===== src/hdl/sipc_pkg.sv =====
package sipc_pkg;
	// Bus geometry
	localparam int AW = 6;
	localparam int DW = 32;
	localparam int SW = 16;
	// Byte offsets of the register map
	localparam logic [AW-1:0] OFF_STATUS = 6'h00;
	localparam logic [AW-1:0] OFF_EVENT_MASK_REGISTER = 6'h04;
	localparam logic [AW-1:0] OFF_CID0 = 6'h08;
	localparam logic [AW-1:0] OFF_CMD = 6'h0c;
	localparam logic [AW-1:0] OFF_SIDE_PIN_CONTROL = 6'h10;
	localparam logic [AW-1:0] OFF_CHIP_CONTROL = 6'h14;
	localparam logic [AW-1:0] OFF_REV = 6'h18;
	localparam logic [AW-1:0] OFF_MODE = 6'h1c;
	localparam logic [AW-1:0] OFF_HW0 = 6'h20;
	localparam int HW_N = 4;
	localparam int HW_STEP = 4;
	// Status bit positions
	localparam int ST_RDY = 0;
	localparam int ST_CIA = 1;
	localparam int ST_CD = 2;
	localparam int ST_CPT = 3;
	localparam int ST_CNG = 4;
	localparam int ST_DTV = 5;
	localparam int ST_ATV = 6;
	localparam int ST_BSY = 7;
	localparam int ST_SD = 8;
	localparam int ST_ABT = 9;
	// Transitions that count as events, and the unmaskable bit
	localparam logic [SW-1:0] EV_RISE = 16'h037f;
	localparam logic [SW-1:0] EV_FALL = 16'h01ec;
	localparam logic [SW-1:0] EV_NOMASK = 16'h0200;
	// Reset values
	localparam logic [SW-1:0] EVENT_MASK_REGISTER_RST = 16'h0000;
	localparam logic [SW-1:0] HW_RST = 16'h0000;
	localparam logic [8:0] SPC_RST = 9'h000;
	localparam logic [7:0] CMD_RST = 8'h00;
	// Register fields
	localparam int CMD_W = 8;
	localparam int CMD_FILE = 7;
	localparam int CHIP_CONTROL_PD = 0;
	localparam int HW0_MA_STRONG = 0;
	localparam int HW0_MA_AUX = 1;
	localparam int HW2_PIN_REL = 0;
	localparam int HW_PIN_IDX = 2;
	localparam int SPC_W = 9;
	localparam int SPC_V0 = 0;
	localparam int SPC_V1 = 1;
	localparam int SPC_MODE = 2;
	localparam int SPC_POS = 5;
	// Side pin mode codes
	localparam logic [2:0] SPM_GPO = 3'h0;
	localparam logic [2:0] SPM_SPK = 3'h1;
	localparam logic [2:0] SPM_VPA = 3'h2;
	localparam logic [2:0] SPM_WIN = 3'h3;
	typedef enum logic [1:0] {MODE_RESET, MODE_ACTIVE, MODE_PWRDN} sipc_mode_t;
endpackage : sipc_pkg


===== src/hdl/sipc_side_pins.sv =====
`timescale 1ns/10ps
module sipc_side_pins
	import sipc_pkg::*;
(
	// Clock and reset
	input wire logic clk,
	input wire logic rst,
	// Control and sources
	input wire logic [SPC_W-1:0] ctrl,
	input wire logic [SW-1:0] status,
	input wire logic [1:0] spk_status,
	input wire logic [1:0] prompt_addr_hi,
	// Pins
	output logic side_pin0,
	output logic side_pin1
);
	logic [2:0] mode;
	logic [3:0] pos;
	logic [SW:0] ext;
	logic [4:0] pos1;
	logic next_p0;
	logic next_p1;

	assign mode = ctrl[SPC_MODE +: 3];
	assign pos = ctrl[SPC_POS +: 4];
	assign ext = {1'b0, status};
	assign pos1 = 5'(pos) + 5'h01;

	always_comb begin
		next_p0 = ctrl[SPC_V0];
		next_p1 = ctrl[SPC_V1];
		case (mode)
			SPM_SPK: begin
				next_p0 = spk_status[0];
				next_p1 = spk_status[1];
			end
			SPM_VPA: begin
				next_p0 = prompt_addr_hi[0];
				next_p1 = prompt_addr_hi[1];
			end
			SPM_WIN: begin
				next_p0 = ext[pos];
				next_p1 = ext[pos1];
			end
			default: begin
			end
		endcase
	end

	always_ff @(posedge clk or posedge rst) begin
		if (rst) begin
			side_pin0 <= 1'b0;
			side_pin1 <= 1'b0;
		end else begin
			side_pin0 <= next_p0;
			side_pin1 <= next_p1;
		end
	end
endmodule : sipc_side_pins


===== src/hdl/sipc_top.sv =====
`timescale 1ns/10ps
module sipc_top
	import sipc_pkg::*;
#(
	parameter logic [SW-1:0] REV_VALUE = 16'h0a01 // Arbitrary value
) (
	// Clock and reset
	input wire logic clk,
	input wire logic rst,
	// Avalon-MM slave
	input wire logic [AW-1:0] avs_address,
	input wire logic avs_read,
	input wire logic avs_write,
	input wire logic [DW-1:0] avs_writedata,
	output logic [DW-1:0] avs_readdata,
	output logic avs_waitrequest,
	// Detectors and engine events
	input wire logic carrier_det,
	input wire logic progress_det,
	input wire logic fax_det,
	input wire logic keypad_det,
	input wire logic alert_det,
	input wire logic speech_det,
	input wire logic cmd_done,
	input wire logic file_done,
	input wire logic cid_valid,
	input wire logic [7:0] cid_byte,
	input wire logic abort_req,
	// Side pin sources
	input wire logic [1:0] spk_status,
	input wire logic [1:0] prompt_addr_hi,
	// Host interrupt and commands
	output logic irq,
	output logic cmd_strobe,
	output logic [CMD_W-1:0] cmd_code,
	// Power and memory pin control
	output logic osc_run,
	output logic core_run,
	output logic ext_run,
	output logic mc_release,
	output logic ma_pull_low,
	output logic ma_oe,
	// Side pins
	output logic side_pin0,
	output logic side_pin1
);
	logic ack;
	logic take;
	logic done;
	logic rd_done;
	logic wr_ok;
	logic rw_hit;
	logic freeze;
	logic [SW-1:0] event_mask_register;
	logic [SPC_W-1:0] side_pin_control;
	logic [SW-1:0] hw [HW_N];
	logic [7:0] cid_q;
	logic rdy_f;
	logic cia_f;
	logic bsy_f;
	logic abt_f;
	logic [SW-1:0] live;
	logic [SW-1:0] status_q;
	logic [SW-1:0] ev;
	logic [DW-1:0] next_rdata;
	sipc_mode_t mode;
	sipc_mode_t next_mode;

	// Bus handshake: request taken on first edge, answered on the second
	assign take = (avs_read | avs_write) & ~ack;
	assign done = (avs_read | avs_write) & ack;
	assign avs_waitrequest = take;
	assign rd_done = done & avs_read;
	assign wr_ok = done & avs_write & (~abt_f | avs_address == OFF_REV);

	always_ff @(posedge clk or posedge rst) begin
		if (rst) begin
			ack <= 1'b0;
		end else begin
			ack <= take;
		end
	end

	always_comb begin
		rw_hit = 1'b0;
		unique case (avs_address)
			OFF_EVENT_MASK_REGISTER, OFF_CMD, OFF_SIDE_PIN_CONTROL, OFF_CHIP_CONTROL: rw_hit = 1'b1;
			default: rw_hit = (avs_address >= OFF_HW0) &&
				(avs_address < OFF_HW0 + 6'(HW_N * HW_STEP));
		endcase
	end

	// Control registers; abort restores reset values
	always_ff @(posedge clk or posedge rst) begin
		if (rst) begin
			event_mask_register <= EVENT_MASK_REGISTER_RST;
		end else if (abort_req) begin
			event_mask_register <= EVENT_MASK_REGISTER_RST;
		end else if (wr_ok && avs_address == OFF_EVENT_MASK_REGISTER) begin
			event_mask_register <= avs_writedata[SW-1:0];
		end
	end

	always_ff @(posedge clk or posedge rst) begin
		if (rst) begin
			side_pin_control <= SPC_RST;
		end else if (abort_req) begin
			side_pin_control <= SPC_RST;
		end else if (wr_ok && avs_address == OFF_SIDE_PIN_CONTROL) begin
			side_pin_control <= avs_writedata[SPC_W-1:0];
		end
	end

	always_ff @(posedge clk or posedge rst) begin
		if (rst) begin
			cmd_code <= CMD_RST;
			cmd_strobe <= 1'b0;
		end else begin
			cmd_strobe <= wr_ok && avs_address == OFF_CMD && !abort_req;
			if (abort_req) begin
				cmd_code <= CMD_RST;
			end else if (wr_ok && avs_address == OFF_CMD) begin
				cmd_code <= avs_writedata[CMD_W-1:0];
			end
		end
	end

	genvar g;
	generate
		for (g = 0; g < HW_N; g++) begin : g_hw
			always_ff @(posedge clk or posedge rst) begin
				if (rst) begin
					hw[g] <= HW_RST;
				end else if (abort_req) begin
					hw[g] <= HW_RST;
				end else if (wr_ok && avs_address == OFF_HW0 + 6'(g * HW_STEP)) begin
					hw[g] <= avs_writedata[SW-1:0];
				end
			end
		end
	endgenerate

	// Operating mode
	always_comb begin
		next_mode = mode;
		if (wr_ok && rw_hit) begin
			if (avs_address == OFF_CHIP_CONTROL && avs_writedata[CHIP_CONTROL_PD]) begin
				next_mode = MODE_PWRDN;
			end else begin
				next_mode = MODE_ACTIVE;
			end
		end else if (rd_done && rw_hit && !abt_f) begin
			next_mode = MODE_ACTIVE;
		end
	end

	always_ff @(posedge clk or posedge rst) begin
		if (rst) begin
			mode <= MODE_RESET;
		end else if (abort_req) begin
			mode <= MODE_RESET;
		end else begin
			mode <= next_mode;
		end
	end

	assign osc_run = mode == MODE_ACTIVE;
	assign core_run = mode == MODE_ACTIVE && !abt_f;
	assign ext_run = mode != MODE_RESET;
	assign mc_release = mode == MODE_PWRDN && hw[HW_PIN_IDX][HW2_PIN_REL];
	assign ma_oe = hw[0][HW0_MA_STRONG];
	assign ma_pull_low = ~hw[0][HW0_MA_STRONG] & ~hw[0][HW0_MA_AUX];

	// Event-driven flags; a set always wins over a clear
	always_ff @(posedge clk or posedge rst) begin
		if (rst) begin
			rdy_f <= 1'b0;
		end else if (cmd_done) begin
			rdy_f <= 1'b1;
		end else if (wr_ok && avs_address == OFF_CMD) begin
			rdy_f <= 1'b0;
		end
	end

	always_ff @(posedge clk or posedge rst) begin
		if (rst) begin
			bsy_f <= 1'b0;
		end else if (wr_ok && avs_address == OFF_CMD && avs_writedata[CMD_FILE]) begin
			bsy_f <= 1'b1;
		end else if (file_done) begin
			bsy_f <= 1'b0;
		end
	end

	always_ff @(posedge clk or posedge rst) begin
		if (rst) begin
			cia_f <= 1'b0;
			cid_q <= 8'h00;
		end else begin
			if (cid_valid) begin
				cia_f <= 1'b1;
				cid_q <= cid_byte;
			end else if (rd_done && avs_address == OFF_CID0) begin
				cia_f <= 1'b0;
			end
		end
	end

	always_ff @(posedge clk or posedge rst) begin
		if (rst) begin
			abt_f <= 1'b0;
		end else if (abort_req) begin
			abt_f <= 1'b1;
		end else if (done && avs_write && avs_address == OFF_REV) begin
			abt_f <= 1'b0;
		end
	end

	// Status word, frozen while a status read is being answered
	always_comb begin
		live = '0;
		live[ST_RDY] = rdy_f;
		live[ST_CIA] = cia_f;
		live[ST_CD] = carrier_det;
		live[ST_CPT] = progress_det;
		live[ST_CNG] = fax_det;
		live[ST_DTV] = keypad_det;
		live[ST_ATV] = alert_det;
		live[ST_BSY] = bsy_f;
		live[ST_SD] = speech_det;
		live[ST_ABT] = abt_f;
	end

	assign freeze = rd_done && avs_address == OFF_STATUS;
	assign ev = ((live & ~status_q & EV_RISE) | (~live & status_q & EV_FALL))
		& (event_mask_register | EV_NOMASK);

	always_ff @(posedge clk or posedge rst) begin
		if (rst) begin
			status_q <= '0;
		end else if (!freeze) begin
			status_q <= live;
		end
	end

	always_ff @(posedge clk or posedge rst) begin
		if (rst) begin
			irq <= 1'b0;
		end else if (!freeze && |ev) begin
			irq <= 1'b1;
		end else if (freeze) begin
			irq <= 1'b0;
		end
	end

	// Read data, captured when the request is taken
	always_comb begin
		next_rdata = '0;
		unique case (avs_address)
			OFF_STATUS: next_rdata[SW-1:0] = live;
			OFF_EVENT_MASK_REGISTER: next_rdata[SW-1:0] = event_mask_register;
			OFF_CID0: next_rdata[7:0] = cid_q;
			OFF_CMD: next_rdata[CMD_W-1:0] = cmd_code;
			OFF_SIDE_PIN_CONTROL: next_rdata[SPC_W-1:0] = side_pin_control;
			OFF_CHIP_CONTROL: next_rdata[CHIP_CONTROL_PD] = mode == MODE_PWRDN;
			OFF_REV: next_rdata[SW-1:0] = REV_VALUE;
			OFF_MODE: next_rdata[1:0] = mode;
			default: begin
				for (int i = 0; i < HW_N; i++) begin
					if (avs_address == OFF_HW0 + 6'(i * HW_STEP)) begin
						next_rdata[SW-1:0] = hw[i];
					end
				end
			end
		endcase
	end

	always_ff @(posedge clk or posedge rst) begin
		if (rst) begin
			avs_readdata <= '0;
		end else if (take && avs_read) begin
			avs_readdata <= next_rdata;
		end
	end

	sipc_side_pins u_side (
		.clk(clk),
		.rst(rst),
		.ctrl(side_pin_control),
		.status(status_q),
		.spk_status(spk_status),
		.prompt_addr_hi(prompt_addr_hi),
		.side_pin0(side_pin0),
		.side_pin1(side_pin1)
	);
endmodule : sipc_top


===== config.mk =====
export PLATFORM = sky130hd
export DESIGN_NAME = sipc_top
export DESIGN_NICKNAME = d
export VERILOG_FILES = /design/src/hdl/sipc_pkg.sv /design/src/hdl/sipc_side_pins.sv /design/src/hdl/sipc_top.sv
export SDC_FILE = /design/constraint.sdc
export NUM_CORES = 1
export LEC_CHECK = 0
export BUFFER_PORTS_ARGS = -buffer_cell sky130_fd_sc_hd__buf_2
export CORE_ASPECT_RATIO = 0.7
export CORE_MARGIN = 2
export CORE_UTILIZATION = 42
export DETAILED_ROUTE_END_ITERATION = 8
export PLACE_DENSITY_LB_ADDON = 0.1
export SLEW_MARGIN = 20
export SYNTH_ARGS = -nofsm -noshare
export SYNTH_HDL_FRONTEND = slang
export SYNTH_SLANG_ARGS = --single-unit

===== constraint.sdc =====
create_clock -name clk -period 5.2 [get_ports clk]
set_clock_uncertainty 0.2 [all_clocks]
set_input_delay 0.52 -clock clk [delete_from_list [all_inputs] [get_ports clk]]
set_output_delay 0.52 -clock clk [all_outputs]
set_load 0.02 [all_outputs]

==> results.tsv <==
metric	value	unit
status	completed	
grt_pass1_vias	5553	
synth_top_area_frac	0.483	
tightest_slew	1090	ps
diodes	0	
die-width	162	um
cts_inserted_buffers	17	
dieArea	0.0186	mm2
startpoint_type	input port	
synth_top_cell_by_area	dfrtp_1	
io_pins	115	
hold_viol_final	0	
avgSynthCellArea	10.1	um2
multiInputGateArea	0.00339	mm2
dp_cells	993	
antenna_found_initial	0	
drv_cap	0	
grt_usage	0.235	
grt_overflow	0	
drtPass1Iterations	5	
max_stage_delay	860	ps
wl	20.8	mm
regToRegSetupSlack	2150	ps
htree_levels	4	
finalCriticalPeriod	3060	ps
grt_pass1_wl	32.9	mm
path_cells	buf_2 > nor2b_1 > nand3_1 > nand2_1 > a21oi_1	
cts.sink_count	142	
row_count	40	
ant_nets	0	
slowest_stage	nor2b_1	
synth_cell_types	60	
final_max_slew_viol_count	0	
wl_per_cell	20.3	um
ys.flop_type	dfrtp_1	
cts_resized	0	
synth_enable_flop_cells	0	
root_buffer	clkbuf_16	
fill_cells	1583	
numPortBuffers	82	
cts_post_setup_buffers_inserted	0	
crit_buf_inv	1	
grt_max_degree	100	
synthArstFlopShare	1.00	
synth_warnings	0	
vias_per_cell	5.61	
drt_iter0_drc	602	
final_nets	846	
mostFrequentLayoutCells	dfrtp_1 (142), nand2_1 (129), buf_2 (82)	
core	0.0172	mm2
cts_tree	done	
worstPathMaxFanout	37	
fmax	327	MHz
die_h	115	um
hold_buffers	0	
finalSetupViolations	0	
p_leak	3.55	nW
worst_ep_required_time	5260	ps
area_growth	12.5	%
dpl.hpwl	14.3	mm
drive_gt1_frac	0.208	
fin_util	0.483	
clk_path_buf_depth	2	
place.gp.congestion	0.856	
power.density	312	mW/mm2
vias	5747	
seq_area_frac_synth	0.483	
start_util	0.429	
drc	0	
ir_worst_vdd	0.000193	V
final_cells	1025	
fin_crit_sh	0.589	
synth-seq-cells	142	
critPathTopFamily	simple AND/OR/NAND/NOR gates	
regArea	0.00355	mm2
synth_area_leaders	dfrtp_1 (48%), mux2i_1 (7.6%), nand2_1 (6.6%)	
final_common_cell	dfrtp_1	
relSlewSlack	0.272	
placed_cell_area	0.00773	mm2
fin_area	0.00829	mm2
clkTransAtPathRegs	60	ps
syn-cell-area	0.00736	mm2
worstHoldPathType	in -> async	
syn_inst	729	
worst_skew_pair.late_latency	420	ps
grt_setup_unrepaired	false	
worstSetupPathType	in -> reg	
end_kind	register	
tns	0	ps
cp.arrival	3120	ps
finalHoldWorstSlack	80.7	ps
==> metrics by stage <==
step	worst slack, ps	total power, W
global placement	1740	0.00145
global route	1900	0.00269
floorplan	670	0.00135
detailed placement	1770	0.00145
finish	2140	0.00258
CTS	2080	0.00260
==> area by class of cell <==
type	instances	share of cell area
clock buffers	22	0.0560
multi-input cells	522	0.409
repair buffers	89	0.0559
flip-flops and latches	142	0.429
clock inverters	10	0.0106
well taps	231	0.0349
inverters	9	0.00468
==> registers in the layout (all words and copies together), names as in the netlist <==
signal               cells
mode                     2
cia_f                    1
ack                      1
irq                      1
hw                      63
event_mask_register     16
cid_q                    8
rdy_f                    1
status_q                10
u_side.side_pin0         1
cmd_strobe               1
abt_f                    1
avs_readdata            16
cmd_code                 8
u_side.side_pin1         1
side_pin_control         9
bsy_f                    1
ma_oe                    1
==> path summary, 6_finish.rpt <==
check	start	to	cells past startpoint
min	rst	avs_readdata[12]$_DFFE_PP0P_	2
max	avs_address[3]	hw[28]$_DFFE_PP0P_	5
min in group clk	file_done	bsy_f$_DFFE_PP0P_	2
max reg2reg	abt_f$_DFFE_PP0P_	hw[14]$_DFFE_PP0P_	4
min reg2reg	avs_readdata[10]$_DFFE_PP0P_	avs_readdata[10]$_DFFE_PP0P_	2
max in group asynchronous	rst	hw[0]$_DFFE_PP0P_	3
==> kinds of logic after synthesis <==
kind of cell | count (synthesis) | share of synthesized area
AND/OR/NAND/NOR | 265 | 0.167
AO/OA/AOI/OAI | 147 | 0.139
flip-flops | 142 | 0.483
multiplexers | 86 | 0.136
buffers and inverters | 80 | 0.0647
XOR/XNOR | 7 | 0.00833
adder cells (fa/ha/maj) | 1 | 0.00170
other | 1 | 0.000509
==> worst reg2reg max path: stages, from the launching register on <==
cell and delay (ps):
dfrtp_1 520, and3b_1 770, and4_1 1060, mux2i_1 310, nor2_1 60
==> power breakdown <==
group / leakage (nW) / switching (W) / internal, W
Clock: 0.270 / 0.000471 / 0.000681
Combinational: 1.39 / 0.000184 / 0.0000820
Sequential: 1.89 / 0.0000248 / 0.00114
==> synthesized netlist by cell type, types with 3 or more instances <==
library cell and count:
a211o_1 5, a211oi_2 4, a21oi_1 69, a221oi_1 25, a22o_1 3, and3_1 4, and3b_1 4, buf_2 19
buf_4 21, buf_6 4, clkbuf_1 20, clkbuf_2 4, dfrtp_1 142, inv_1 9, mux2_2 20, mux2i_1 56
mux4_2 9, nand2_1 129, nand2b_1 4, nand3_1 17, nand3b_1 5, nand4_1 4, nor2_1 67, nor2b_1 7
nor3_1 7, o21ai_0 6, o2bb2ai_1 17, xor2_1 5
==> per-layer routing <==
| metal | wire [um] | vias to the layer above | track usage |
|---|---|---|---|
| met5 | 0 | - | 0 |
| met4 | 163 | 0 | 0.0501 |
| met3 | 1400 | 11 | 0.0483 |
| met2 | 8950 | 186 | 0.334 |
| met1 | 10300 | 2900 | 0.368 |
| li1 | - | 2650 | - |
Note: power is estimated with default switching activity, not from simulation.
